===== config.mk =====
export PLATFORM = sky130hd
export DESIGN_NAME = fhbt_top
export DESIGN_NICKNAME = d
export VERILOG_FILES = /design/src/fhbt_pkg.sv /design/src/fhbt_fifo.sv /design/src/fhbt_top.sv
export SDC_FILE = /design/constraint.sdc
export NUM_CORES = 1
export LEC_CHECK = 0
export BUFFER_PORTS_ARGS = -buffer_cell sky130_fd_sc_hd__buf_2
export CORE_AREA = 2 2 207 209
export CTS_BUF_LIST = sky130_fd_sc_hd__clkbuf_4
export DETAILED_ROUTE_END_ITERATION = 10
export DIE_AREA = 0 0 209 211
export PLACE_DENSITY = 0.79
export SLEW_MARGIN = 5
export SYNTH_ARGS = -nofsm -noshare
export SYNTH_HDL_FRONTEND = slang
export SYNTH_SLANG_ARGS = --single-unit
export TNS_END_PERCENT = 1

===== constraint.sdc =====
create_clock -name i_clk -period 2.57 [get_ports i_clk]
set_input_delay 0.257 -clock i_clk [delete_from_list [all_inputs] [get_ports i_clk]]
set_output_delay 0.257 -clock i_clk [all_outputs]
set_load 0.01 [all_outputs]

===== src/fhbt_pkg.sv =====
// fhbt_pkg: constants and types for the host burst threshold block
// assumes a single 250 MHz clock domain
package fhbt_pkg;

    // ------------------------------------------------------------------
    // fifo geometry and count width
    // ------------------------------------------------------------------
    localparam int unsigned FHBT_WIDTH   = 32;
    localparam int unsigned FHBT_DEPTH   = 16;
    localparam int unsigned FHBT_LVL_W   = 5;
    localparam int unsigned FHBT_CNT_W   = 24;

    // ------------------------------------------------------------------
    // threshold selector layout inside the host bus status byte
    // ------------------------------------------------------------------
    localparam int unsigned FHBT_SEL_LO_POS = 6;
    localparam int unsigned FHBT_SEL_HI_POS = 7;
    localparam logic [1:0]  FHBT_SEL_RST    = 2'h0;

    typedef enum logic [1:0] {
        FHBT_SEL_EAGER   = 2'h0,
        FHBT_SEL_HALF    = 2'h1,
        FHBT_SEL_QUARTER = 2'h2,
        FHBT_SEL_WHOLE   = 2'h3
    } fhbt_sel_type;

    typedef enum logic [1:0] {
        FHBT_ST_IDLE  = 2'b01,
        FHBT_ST_BURST = 2'b10
    } fhbt_state_type;

endpackage : fhbt_pkg


===== src/fhbt_fifo.sv =====
// fhbt_fifo: synchronous valid/ready fifo with occupancy output
// assumes one clock and a synchronised active-low reset
`timescale 1ns/10ps
module fhbt_fifo
    import fhbt_pkg::*;
#(
    parameter int unsigned WIDTH = FHBT_WIDTH,
    parameter int unsigned DEPTH = FHBT_DEPTH,
    parameter int unsigned AW    = $clog2(DEPTH)
)
(
    input  wire logic             i_clk,
    input  wire logic             i_rst_n,
    input  wire logic             i_in_valid,
    output logic                  o_in_ready,
    input  wire logic [WIDTH-1:0] i_in_data,
    output logic                  o_out_valid,
    input  wire logic             i_out_ready,
    output logic      [WIDTH-1:0] o_out_data,
    output logic      [AW:0]      o_level
);

    logic [WIDTH-1:0] mem_q [DEPTH];
    logic [AW-1:0]    wr_q;
    logic [AW-1:0]    rd_q;
    logic [AW:0]      lvl_q;
    logic             push;
    logic             pop;

    assign o_in_ready  = (lvl_q != (AW+1)'(DEPTH));
    assign o_out_valid = (lvl_q != '0);
    assign push        = i_in_valid && o_in_ready;
    assign pop         = o_out_valid && i_out_ready;
    assign o_out_data  = mem_q[rd_q];
    assign o_level     = lvl_q;

    always_ff @(posedge i_clk)
    begin
        if (push)
        begin
            mem_q[wr_q] <= i_in_data;
        end
    end

    always_ff @(posedge i_clk or negedge i_rst_n)
    begin
        if (!i_rst_n)
        begin
            wr_q  <= '0;
            rd_q  <= '0;
            lvl_q <= '0;
        end
        else
        begin
            if (push)
            begin
                wr_q <= wr_q + 1'b1;
            end
            if (pop)
            begin
                rd_q <= rd_q + 1'b1;
            end
            lvl_q <= lvl_q + (AW+1)'(push) - (AW+1)'(pop);
        end
    end

endmodule : fhbt_fifo


===== src/fhbt_top.sv =====
// fhbt_top: host-side burst request logic around the data fifo
// assumes the host bus master grants and strobes on this clock
//
// Function
// two-bit selector in status bits 6 and 7 picks request policy
// mode 0,0 write: request whenever the fifo has free space
// mode 0,0 read: drain as soon as the fifo holds data
// mode 0,1 write: request at half full, fill until full
// mode 0,1 read: request at half full, drain until empty
// mode 1,0 write: request at three quarters empty, fill until full
// mode 1,0 read: request at three quarters full, drain until empty
// mode 1,1 write: request only once the fifo is empty
// mode 1,1 read: request only once the fifo is full
// granted bursts move one word every cycle at full rate
// firmware programs default 1,1 or 1,0 per configuration
// firmware may switch the 1,0 default to 0,0 after negotiation
// thresholds come from depth; levels compared every cycle
// burst ends at zero byte count; selector resets to 0,0
`timescale 1ns/10ps
module fhbt_top
    import fhbt_pkg::*;
(
    input  wire logic                  i_clk,
    input  wire logic                  i_rst_n,
    input  wire logic [7:0]            i_host_bus_status_reg,
    input  wire logic                  i_sel_we,
    input  wire logic                  i_dir_write,
    input  wire logic                  i_cnt_load,
    input  wire logic [FHBT_CNT_W-1:0] i_cnt_value,
    output logic                       o_host_req,
    input  wire logic                  i_host_gnt,
    input  wire logic                  i_host_valid,
    input  wire logic [FHBT_WIDTH-1:0] i_host_data,
    output logic                       o_host_ready,
    output logic                       o_host_valid,
    output logic      [FHBT_WIDTH-1:0] o_host_data,
    input  wire logic                  i_scsi_valid,
    input  wire logic [FHBT_WIDTH-1:0] i_scsi_data,
    output logic                       o_scsi_ready,
    output logic                       o_scsi_valid,
    output logic      [FHBT_WIDTH-1:0] o_scsi_data,
    input  wire logic                  i_scsi_ready,
    output logic      [1:0]            o_fifo_level_sel,
    output logic                       o_cnt_zero
);

    localparam logic [FHBT_LVL_W-1:0] LVL_FULL = FHBT_LVL_W'(FHBT_DEPTH);
    localparam logic [FHBT_LVL_W-1:0] LVL_HALF = FHBT_LVL_W'(FHBT_DEPTH/2);
    localparam logic [FHBT_LVL_W-1:0] LVL_3Q   =
        FHBT_LVL_W'((FHBT_DEPTH*3)/4);
    localparam logic [FHBT_LVL_W-1:0] LVL_1Q   = FHBT_LVL_W'(FHBT_DEPTH/4);

    // ------------------------------------------------------------------
    // reset release
    // ------------------------------------------------------------------
    logic [1:0] rst_sync_q;
    logic       rst_n;

    always_ff @(posedge i_clk or negedge i_rst_n)
    begin
        if (!i_rst_n)
        begin
            rst_sync_q <= 2'h0;
        end
        else
        begin
            rst_sync_q <= {rst_sync_q[0], 1'b1};
        end
    end
    assign rst_n = rst_sync_q[1];

    // ------------------------------------------------------------------
    // state
    // ------------------------------------------------------------------
    typedef struct packed {
        fhbt_state_type        st;
        fhbt_sel_type          sel;
        logic                  dir_wr;
        logic [FHBT_CNT_W-1:0] cnt;
    } fhbt_regs_type;

    fhbt_regs_type r_q;
    fhbt_regs_type r_d;

    logic [FHBT_LVL_W-1:0] level;
    logic                  start;
    logic                  done;
    logic                  stop;
    logic                  beat;
    logic                  burst;
    logic                  in_valid;
    logic                  in_ready;
    logic [FHBT_WIDTH-1:0] in_data;
    logic                  out_valid;
    logic                  out_ready;

    // one policy table used for both directions; dw picks which fill level compare applies
    function automatic logic start_ok(input fhbt_sel_type s,
                                      input logic dw,
                                      input logic [FHBT_LVL_W-1:0] lv);
        logic r;
        r = 1'b0;
        unique case (s)
            FHBT_SEL_EAGER:   r = dw ? (lv != LVL_FULL)
                                     : (lv != '0);
            FHBT_SEL_HALF:    r = dw ? (lv <= LVL_HALF)
                                     : (lv >= LVL_HALF);
            FHBT_SEL_QUARTER: r = dw ? (lv <= LVL_1Q)
                                     : (lv >= LVL_3Q);
            FHBT_SEL_WHOLE:   r = dw ? (lv == '0)
                                     : (lv == LVL_FULL);
        endcase
        return r;
    endfunction : start_ok

    assign burst = (r_q.st == FHBT_ST_BURST);
    assign start = start_ok(r_q.sel, r_q.dir_wr, level) &&
                   (r_q.cnt != '0);
    assign beat  = burst && i_host_gnt && !stop &&
                   (r_q.dir_wr ? (i_host_valid && in_ready) : out_valid);
    // stop gates the host side of the data path; done also closes on the final beat, so
    // the last word still moves while the request drops in that cycle
    assign stop  = (r_q.cnt == '0) ||
                   (r_q.dir_wr ? (level == LVL_FULL) : (level == '0));
    assign done  = stop || ((r_q.cnt == FHBT_CNT_W'(1)) && beat);

    always_comb
    begin
        r_d = r_q;
        if (i_sel_we)
        begin
            r_d.sel = fhbt_sel_type'(
                {i_host_bus_status_reg[FHBT_SEL_HI_POS],
                 i_host_bus_status_reg[FHBT_SEL_LO_POS]});
        end
        if (i_cnt_load)
        begin
            r_d.cnt    = i_cnt_value;
            r_d.dir_wr = i_dir_write;
        end
        else if (beat)
        begin
            r_d.cnt = r_q.cnt - FHBT_CNT_W'(1);
        end
        unique case (r_q.st)
            FHBT_ST_IDLE:
            begin
                if (start && !i_cnt_load)
                begin
                    r_d.st = FHBT_ST_BURST;
                end
            end
            FHBT_ST_BURST:
            begin
                if (done || i_cnt_load)
                begin
                    r_d.st = FHBT_ST_IDLE;
                end
            end
            default:
            begin
                r_d.st = FHBT_ST_IDLE;
            end
        endcase
    end

    always_ff @(posedge i_clk or negedge rst_n)
    begin
        if (!rst_n)
        begin
            r_q.st     <= FHBT_ST_IDLE;
            r_q.sel    <= fhbt_sel_type'(FHBT_SEL_RST);
            r_q.dir_wr <= 1'b0;
            r_q.cnt    <= '0;
        end
        else
        begin
            r_q <= r_d;
        end
    end

    // ------------------------------------------------------------------
    // data path: host fills in write, scsi fills in read
    // ------------------------------------------------------------------
    assign in_valid  = r_q.dir_wr ? (burst && i_host_gnt && i_host_valid &&
                                     !stop) : i_scsi_valid;
    assign in_data   = r_q.dir_wr ? i_host_data : i_scsi_data;
    assign out_ready = r_q.dir_wr ? i_scsi_ready :
                       (burst && i_host_gnt && !stop);

    fhbt_fifo u_fifo (
        .i_clk       (i_clk),
        .i_rst_n     (rst_n),
        .i_in_valid  (in_valid),
        .o_in_ready  (in_ready),
        .i_in_data   (in_data),
        .o_out_valid (out_valid),
        .i_out_ready (out_ready),
        .o_out_data  (o_scsi_data),
        .o_level     (level)
    );

    assign o_host_req       = burst && !done;
    assign o_host_ready     = r_q.dir_wr && burst && i_host_gnt && in_ready &&
                              !stop;
    assign o_host_valid     = !r_q.dir_wr && burst && i_host_gnt &&
                              out_valid && !stop;
    assign o_host_data      = o_scsi_data;
    assign o_scsi_ready     = !r_q.dir_wr && in_ready;
    assign o_scsi_valid     = r_q.dir_wr && out_valid;
    assign o_fifo_level_sel = r_q.sel;
    assign o_cnt_zero       = (r_q.cnt == '0);

    // ------------------------------------------------------------------
    // checks
    // ------------------------------------------------------------------
    property p_whole_wr;
        @(posedge i_clk) disable iff (!rst_n)
        (r_q.st == FHBT_ST_IDLE && r_q.sel == FHBT_SEL_WHOLE && r_q.dir_wr &&
         !i_cnt_load && level != '0) |=> (r_q.st == FHBT_ST_IDLE);
    endproperty
    a_whole_wr: assert property (p_whole_wr)
        else $error("early write req");

    property p_whole_rd;
        @(posedge i_clk) disable iff (!rst_n)
        (r_q.st == FHBT_ST_IDLE && r_q.sel == FHBT_SEL_WHOLE &&
         !r_q.dir_wr && !i_cnt_load && level != LVL_FULL)
        |=> (r_q.st == FHBT_ST_IDLE);
    endproperty
    a_whole_rd: assert property (p_whole_rd)
        else $error("early read req");

    property p_half_rd;
        @(posedge i_clk) disable iff (!rst_n)
        (r_q.st == FHBT_ST_IDLE && r_q.sel == FHBT_SEL_HALF && !r_q.dir_wr &&
         level >= LVL_HALF && r_q.cnt != '0 && !i_cnt_load)
        |=> (r_q.st == FHBT_ST_BURST);
    endproperty
    a_half_rd: assert property (p_half_rd)
        else $error("half read missed");

    property p_req_only_burst;
        @(posedge i_clk) disable iff (!rst_n)
        o_host_req |-> (r_q.st == FHBT_ST_BURST) && (r_q.cnt != '0);
    endproperty
    a_req_only_burst: assert property (p_req_only_burst)
        else $error("stray req");

    // a word pushed by the scsi side in the beat cycle hides the pop
    property p_rate;
        @(posedge i_clk) disable iff (!rst_n)
        (o_host_valid && !r_q.dir_wr) |=>
            (level == $past(level) - 1'b1) ||
            ($past(i_scsi_valid) && $past(o_scsi_ready));
    endproperty
    a_rate: assert property (p_rate)
        else $error("burst beat lost");

    property p_sel_load;
        @(posedge i_clk) disable iff (!rst_n)
        i_sel_we |=> (o_fifo_level_sel ==
                      {$past(i_host_bus_status_reg[FHBT_SEL_HI_POS]),
                       $past(i_host_bus_status_reg[FHBT_SEL_LO_POS])});
    endproperty
    a_sel_load: assert property (p_sel_load)
        else $error("sel not loaded");

    property p_eager_wr;
        @(posedge i_clk) disable iff (!rst_n)
        (r_q.st == FHBT_ST_IDLE && r_q.sel == FHBT_SEL_EAGER && r_q.dir_wr &&
         level != LVL_FULL && r_q.cnt != '0 && !i_cnt_load)
        |=> (r_q.st == FHBT_ST_BURST);
    endproperty
    a_eager_wr: assert property (p_eager_wr)
        else $error("eager write missed");

    property p_q_wr;
        @(posedge i_clk) disable iff (!rst_n)
        (r_q.st == FHBT_ST_IDLE && r_q.sel == FHBT_SEL_QUARTER &&
         r_q.dir_wr && !i_cnt_load && level > LVL_1Q)
        |=> (r_q.st == FHBT_ST_IDLE);
    endproperty
    a_q_wr: assert property (p_q_wr)
        else $error("quarter write early");

    c_wr_burst: cover property (@(posedge i_clk) disable iff (!rst_n)
        o_host_ready && i_host_valid);
    c_rd_burst: cover property (@(posedge i_clk) disable iff (!rst_n)
        o_host_valid);
    c_cnt_end: cover property (@(posedge i_clk) disable iff (!rst_n)
        burst && r_q.cnt == FHBT_CNT_W'(1) && beat);

endmodule : fhbt_top


==> results of run 1 <==
per-stage QoR:
step | total power (uW) | util [%]
6_report | 31700 | 71.5
5_1_grt | 32800 | 71.5
4_1_cts | 30300 | 70.5
3_5_place_dp | 20500 | 61.1
3_3_place_gp | 20300 | 61.1
2_1_floorplan | 17400 | -
layer usage:
metal  part of all wire [%]  routed length, um  vias to the layer above
li1                       -                  -                     6420
met1                     35              23600                     7723
met4                    4.3               2880                        2
met5                  0.012                  8                        -
met3                    9.1               6140                      212
met2                     52              34900                     1100
synthesized netlist by cell type (all sizes together) (32+ instances only):
master	count
nor2	51
dfrtp	43
mux4	64
nand2	64
buf	66
clkbuf	42
o21ai	40
edfxtp	512
mux2i	129
mux2	36
a221oi	67
a22oi	32
state kept, by name (all words and copies together) (netlist names):
signal and flops:
u_fifo.o_level 5, r_q 27, rst_sync_q 2, u_fifo.wr_q 4, u_fifo.mem_q 512, u_fifo.rd_q 4
o_fifo_level_sel 2
cell families (layout without fill, tap and decap cells):
family | Yosys count | count (layout)
xor gates and xnor gates | 6 | 6
adders and majority gates | 19 | 19
buffers and inverters | 128 | 669
DFF | 556 | 556
AOI/OAI and AO/OA | 205 | 205
muxes | 229 | 229
and+or+nand+nor | 204 | 207
other | 1 | 5
placed cells by master (no fill, tap or decap), drive strengths merged, types with 10 or more instances in the layout:
cell type / n
edfxtp: 512
buf: 320
clkbuf: 209
mux2i: 129
dlygate4sd3: 83
a221oi: 67
mux4: 64
nand2: 64
nor2: 51
dfrtp: 43
o21ai: 40
mux2: 36
a22oi: 32
inv: 24
clkinv: 22
nand3: 20
a31oi: 18
or4: 18
ha: 18
o31ai: 11
nor2b: 10
final cells by class:
type	instances	area (um2)
diodes	4	10.0
clock buffers	205	1540
clock inverters	35	259
fillers	2344	11900
inverters	20	77.6
multi-input cells	667	7010
flip-flops and latches	556	16500
well taps	539	674
repair buffers	409	3820
timing repair:
action | 4_1_cts | 5_1_grt
setup buffers | 16 | 11
pin swaps | 68 | 44
endpoints found under the setup margin | 588 | 588
resized for setup | 156 | 59
hold buffers | 83 | 0
gates cloned | 14 | 4
endpoints found under the hold margin | 253 | 0
critical path, stage by stage, from the launching register on:
cell and delay (ns):
dfrtp_4 0.51, buf_12 0.16, buf_16 0.15, buf_4 0.18, mux2i_1 0.18, a221oi_4 0.35, o21ai_0 0.17, nand2_1 0.17
buf_2 0.16
final timing paths:
path,to,from,depth (start not counted),slack [ns]
worst max register to register,u_fifo.o_level[4],r_q[18],14,-0.44
worst max-delay path,o_host_data[20],u_fifo.rd_q[0],8,-0.55
min in group asynchronous,rst_sync_q[1],i_rst_n,3,0.27
max in group asynchronous,u_fifo.rd_q[0],rst_sync_q[1],0,1.44
worst min-delay path,u_fifo.mem_q[3][26],i_host_data[26],2,0.04
worst min register to register,rst_sync_q[1],rst_sync_q[0],0,0.36
where the power goes:
| group | internal, uW | leakage, uW | switching, uW |
|---|---|---|---|
| Clock | 4050 | 0.00106 | 3670 |
| Combinational | 5810 | 0.00455 | 7370 |
| Sequential | 10500 | 0.00511 | 265 |
==> metrics.yaml, run 1 <==
synthTopCellsByArea: "edfxtp_1 66%, mux4_2 6.2%, mux2i_1 5.6%"
status: "complete, but fails checks"
grt.met2_usage_pct: 51.1
synthCells: 1348
post-dp-hpwl_um: 33800
wl_per_cell_um: 27.7
path_class: "reg2out"
overflow: 0
clock_sinks: 556
yosys_warnings: 0
start_util_pct: 55.4
maxSlewViolCount: 0
fin_nets: 1916
gr-usage-all-layers_pct: 29.5
drive_gt1_share_pct: 42.4
clkTransAtPathRegs_ns: 0.08
cts_buffers: 138
syn_to_final_growth_pct: 29.1
dieArea_um2: 44100
dr_total_vias: 15457
antenna_found_initial: 3
first_pass_iters: 6
worst_slack_ns: -0.548
finClkSkew_ns: 0.0619
core-area_um2: 41800
cts_tree: "built"
met1_usage_pct: 36.0
required_ns: 2.31
routed_wl_um: 67500
synth_seq_area_share_pct: 71.2
grt_max_degree: 43
cp.arrival_ns: 2.86
setup_violations: 381
rsz0062_at_grt: "yes"
pre_cts_ws_ns: -0.473
power_leakage_uw: 0.0107
hold_class: "in2reg"
placedCellCount: 2066
drc: 0
yosys.area_share.adder_pct: 1.06
async_flop_share_pct: 7.91
synth_top_family_by_area: "multiplexers"
placed_cell_area_um2: 25500
critPathLaunchType: "register"
instances_no_fill: 2435
relSlewSlack_pct: 36.2
grt_pass1_wl_um: 96000
die_y_um: 211
worst-path-max-fanout: 8
ys_ff_latch: 556
synth_top_area_share_pct: 66.5
clk_latency_ns: 0.86
tightest_slew_ns: 0.957
cts_root_buf: "clkbuf_4"
synth-xor-area-share_pct: 0.227
end_kind: "primary output"
gp_congestion: 0.860
row_count: 75
cts_htree_levels: 4
ys_types: 67
period_minus_slack_ns: 3.12
grt_busiest_layer: "met2"
drv_cap: 0
port_buffers: 170
syn_area_per_cell_um2: 17.2
tns_ns: -39.51
syn_nets: 1472
fp.dieW_um: 209
synth-simple-area-share_pct: 4.58
via_per_inst: 6.35
ant_nets: 0
grt_pass1_vias: 15882
synth-compound-area-share_pct: 6.54
fin_crit_sh_pct: 121
design_area_um2: 29900
drt_iter0_drc: 1720
synth_ff_type: "edfxtp_1"
synth.cell_area_um2: 23100
power_density_nw_per_um2: 1060
synth_mux_area_share_pct: 13.6
violations: "setup timing"
io_pins: 177
synth_top_area_cell: "edfxtp_1"
cts.path.max_buffers: 3
fmax_ghz: 0.321
synth-edff-count: 512
use_met3_pct: 6.47
vdd_drop_max_mv: 0.578
whs_ns: 0.0432
hold_viol_final: 0
Note: power is estimated with default switching activity, not from simulation.
==> run 2: changes to the inputs <==
--- a/config.mk
+++ b/config.mk
@@ -6,11 +6,11 @@
 export NUM_CORES = 1
 export LEC_CHECK = 0
 export BUFFER_PORTS_ARGS = -buffer_cell sky130_fd_sc_hd__buf_2
-export CORE_AREA = 2 2 207 209
-export CTS_BUF_LIST = sky130_fd_sc_hd__clkbuf_4
+export CORE_AREA = 2 2 210 212
+export CTS_BUF_LIST = sky130_fd_sc_hd__clkbuf_16
 export DETAILED_ROUTE_END_ITERATION = 10
-export DIE_AREA = 0 0 209 211
-export PLACE_DENSITY = 0.79
+export DIE_AREA = 0 0 212 214
+export PLACE_DENSITY = 0.77
 export SLEW_MARGIN = 5
 export SYNTH_ARGS = -nofsm -noshare
 export SYNTH_HDL_FRONTEND = slang
==> run 2 against run 1 <==
  * The flow still finishes with violations (setup timing)
  * Register-to-register slack better by 0.03 ns
  * Fmax is 3.8% higher
  * Utilization is 4.5 points lower
  * Flip-flop and latch count stayed put
  * Clock-buffer cell count is 149 lower
  * Sequential share of layout area is 2.1 points higher
  * Critical path depth stayed put
  * Clock skew is 0.034 ns lower
  * Sequential power hardly changed
  * First-iteration DRC count is 27% lower
  * Largest cell class unchanged
==> metrics.yaml, run 2 (synthesis results as in run 1) <==
status: "complete, but fails checks"
violations: "setup timing"
routed_wl_um: 58600
final_cell_mix: "512 x edfxtp_1, 165 x buf_2, 129 x mux2i_1"
period_minus_slack_ns: 3.00
clkTransAtPathRegs_ns: 0.06
dieArea_um2: 45400
fin_crit_sh_pct: 117
cts.path.max_buffers: 3
relSlewSlack_pct: 32.9
post-dp-hpwl_um: 34900
fin_nets: 1786
drt_iter0_drc: 1262
fp.dieW_um: 212
design_area_um2: 28800
end_kind: "primary output"
worst_slack_ns: -0.435
dr_total_vias: 14062
core-area_um2: 42900
path_class: "reg2out"
hold_class: "in2reg"
required_ns: 2.31
via_per_inst: 6.13
max_flop_register: "u_fifo.mem_q"
start_util_pct: 53.9
vdd_drop_max_mv: 0.591
cts_buffers: 55
io_pins: 177
placed_cell_area_um2: 25700
hold_viol_final: 0
gr-usage-all-layers_pct: 25.7
worst-path-max-fanout: 7
critPathLaunchType: "register"
row_count: 76
drv_cap: 0
rsz0062_at_grt: "yes"
grt_pass1_vias: 14307
finClkSkew_ns: 0.0282
cts_tree: "built"
wl_per_cell_um: 25.5
fmax_ghz: 0.333
ant_nets: 0
overflow: 0
syn_to_final_growth_pct: 24.3
cts_root_buf: "clkbuf_16"
rrSetupSlack_ns: -0.41
gp_congestion: 0.901
final_common_cell: "edfxtp_1"
first_pass_iters: 5
setup_violations: 425
grt_pass1_wl_um: 86700
drc: 0
pre_cts_ws_ns: -0.500
power_leakage_uw: 0.0102
drive_gt1_share_pct: 36.5
clk_latency_ns: 0.62
cts_htree_levels: 2
largest_reg_flops: 512
power_density_nw_per_um2: 1050
port_buffers: 170
cp.arrival_ns: 2.75
tightest_slew_ns: 1.01
antenna_found_initial: 1
final_core_util_pct: 67.1
clock_sinks: 556
tns_ns: -26.80
die_y_um: 214
total_power_uw: 30300
grt_max_degree: 67
maxSlewViolCount: 0
## run 2: changes by cell type in the layout (fill, tap and decap cells not counted), moves of 14 or more
cell and delta:
a221oi_4 -14, clkbuf_4 -205, clkbuf_16 +55, a221oi_1 +31
a221oi_2 -17, dlygate4sd3_1 -52, buf_4 +21
## run 2: cell type report
cell class                      count  area, um2
Antenna cell                        1       2.50
Clock buffer                       56       1400
Clock inverter                     48        484
Fill cell                        2711      14100
Inverter                           20       86.3
Multi-Input combinational cell    664       6500
Sequential cell                   556      16500
Tap cell                          585        732
Timing Repair Buffer              365       3070
## run 2: per-layer routing
layer | track usage, % | up-vias | part of all wire (%)
met5 | 0 | - | 0
met4 | 7.14 | 0 | 2.0
met3 | 4.96 | 102 | 9.0
met2 | 42.6 | 765 | 50
met1 | 34.8 | 7126 | 39
li1 | - | 6069 | -
## run 2: worst max-delay path, cell delays in order, from the launching register on
cell       delay (ns)
dfrtp_4          0.57
buf_4            0.19
clkbuf_16        0.17
mux2i_1          0.13
a221oi_1         0.50
buf_4            0.22
o21ai_0          0.08
nand2_1          0.13
buf_2            0.14
## run 2: worst paths after layout
kind | startpoint | end | depth (start not counted)
setup / recovery | u_fifo.rd_q[0] | o_host_data[1] | 8
hold / removal | i_cnt_load | r_q[28] | 2
setup reg to reg | u_fifo.o_level[3] | u_fifo.o_level[4] | 15
hold reg to reg | rst_sync_q[0] | rst_sync_q[1] | 0
max in group asynchronous | rst_sync_q[1] | u_fifo.rd_q[0] | 0
min in group asynchronous | rst_sync_q[1] | r_q[11] | 0
## run 2: timing repair
action | in CTS | in global routing
pin swaps | 22 | 20
setup buffers | 22 | 15
hold buffers | 31 | 0
resized for setup | 73 | 38
setup endpoints to repair | 586 | 590
endpoints found under the hold margin | 29 | 0
cloned | 3 | 3
## run 2: metrics by stage
stage,hold slack [ns],instances
global placement,0.0431,2124
detailed placement,0.0455,2124
global route,0.113,2294
finish,0.117,2295
CTS,0.0732,2284
floorplan,-0.0386,1348
## run 2: power breakdown
group	switching, uW	internal, uW
clock	3420	4880
sequential	272	10500
combinational	6270	4910
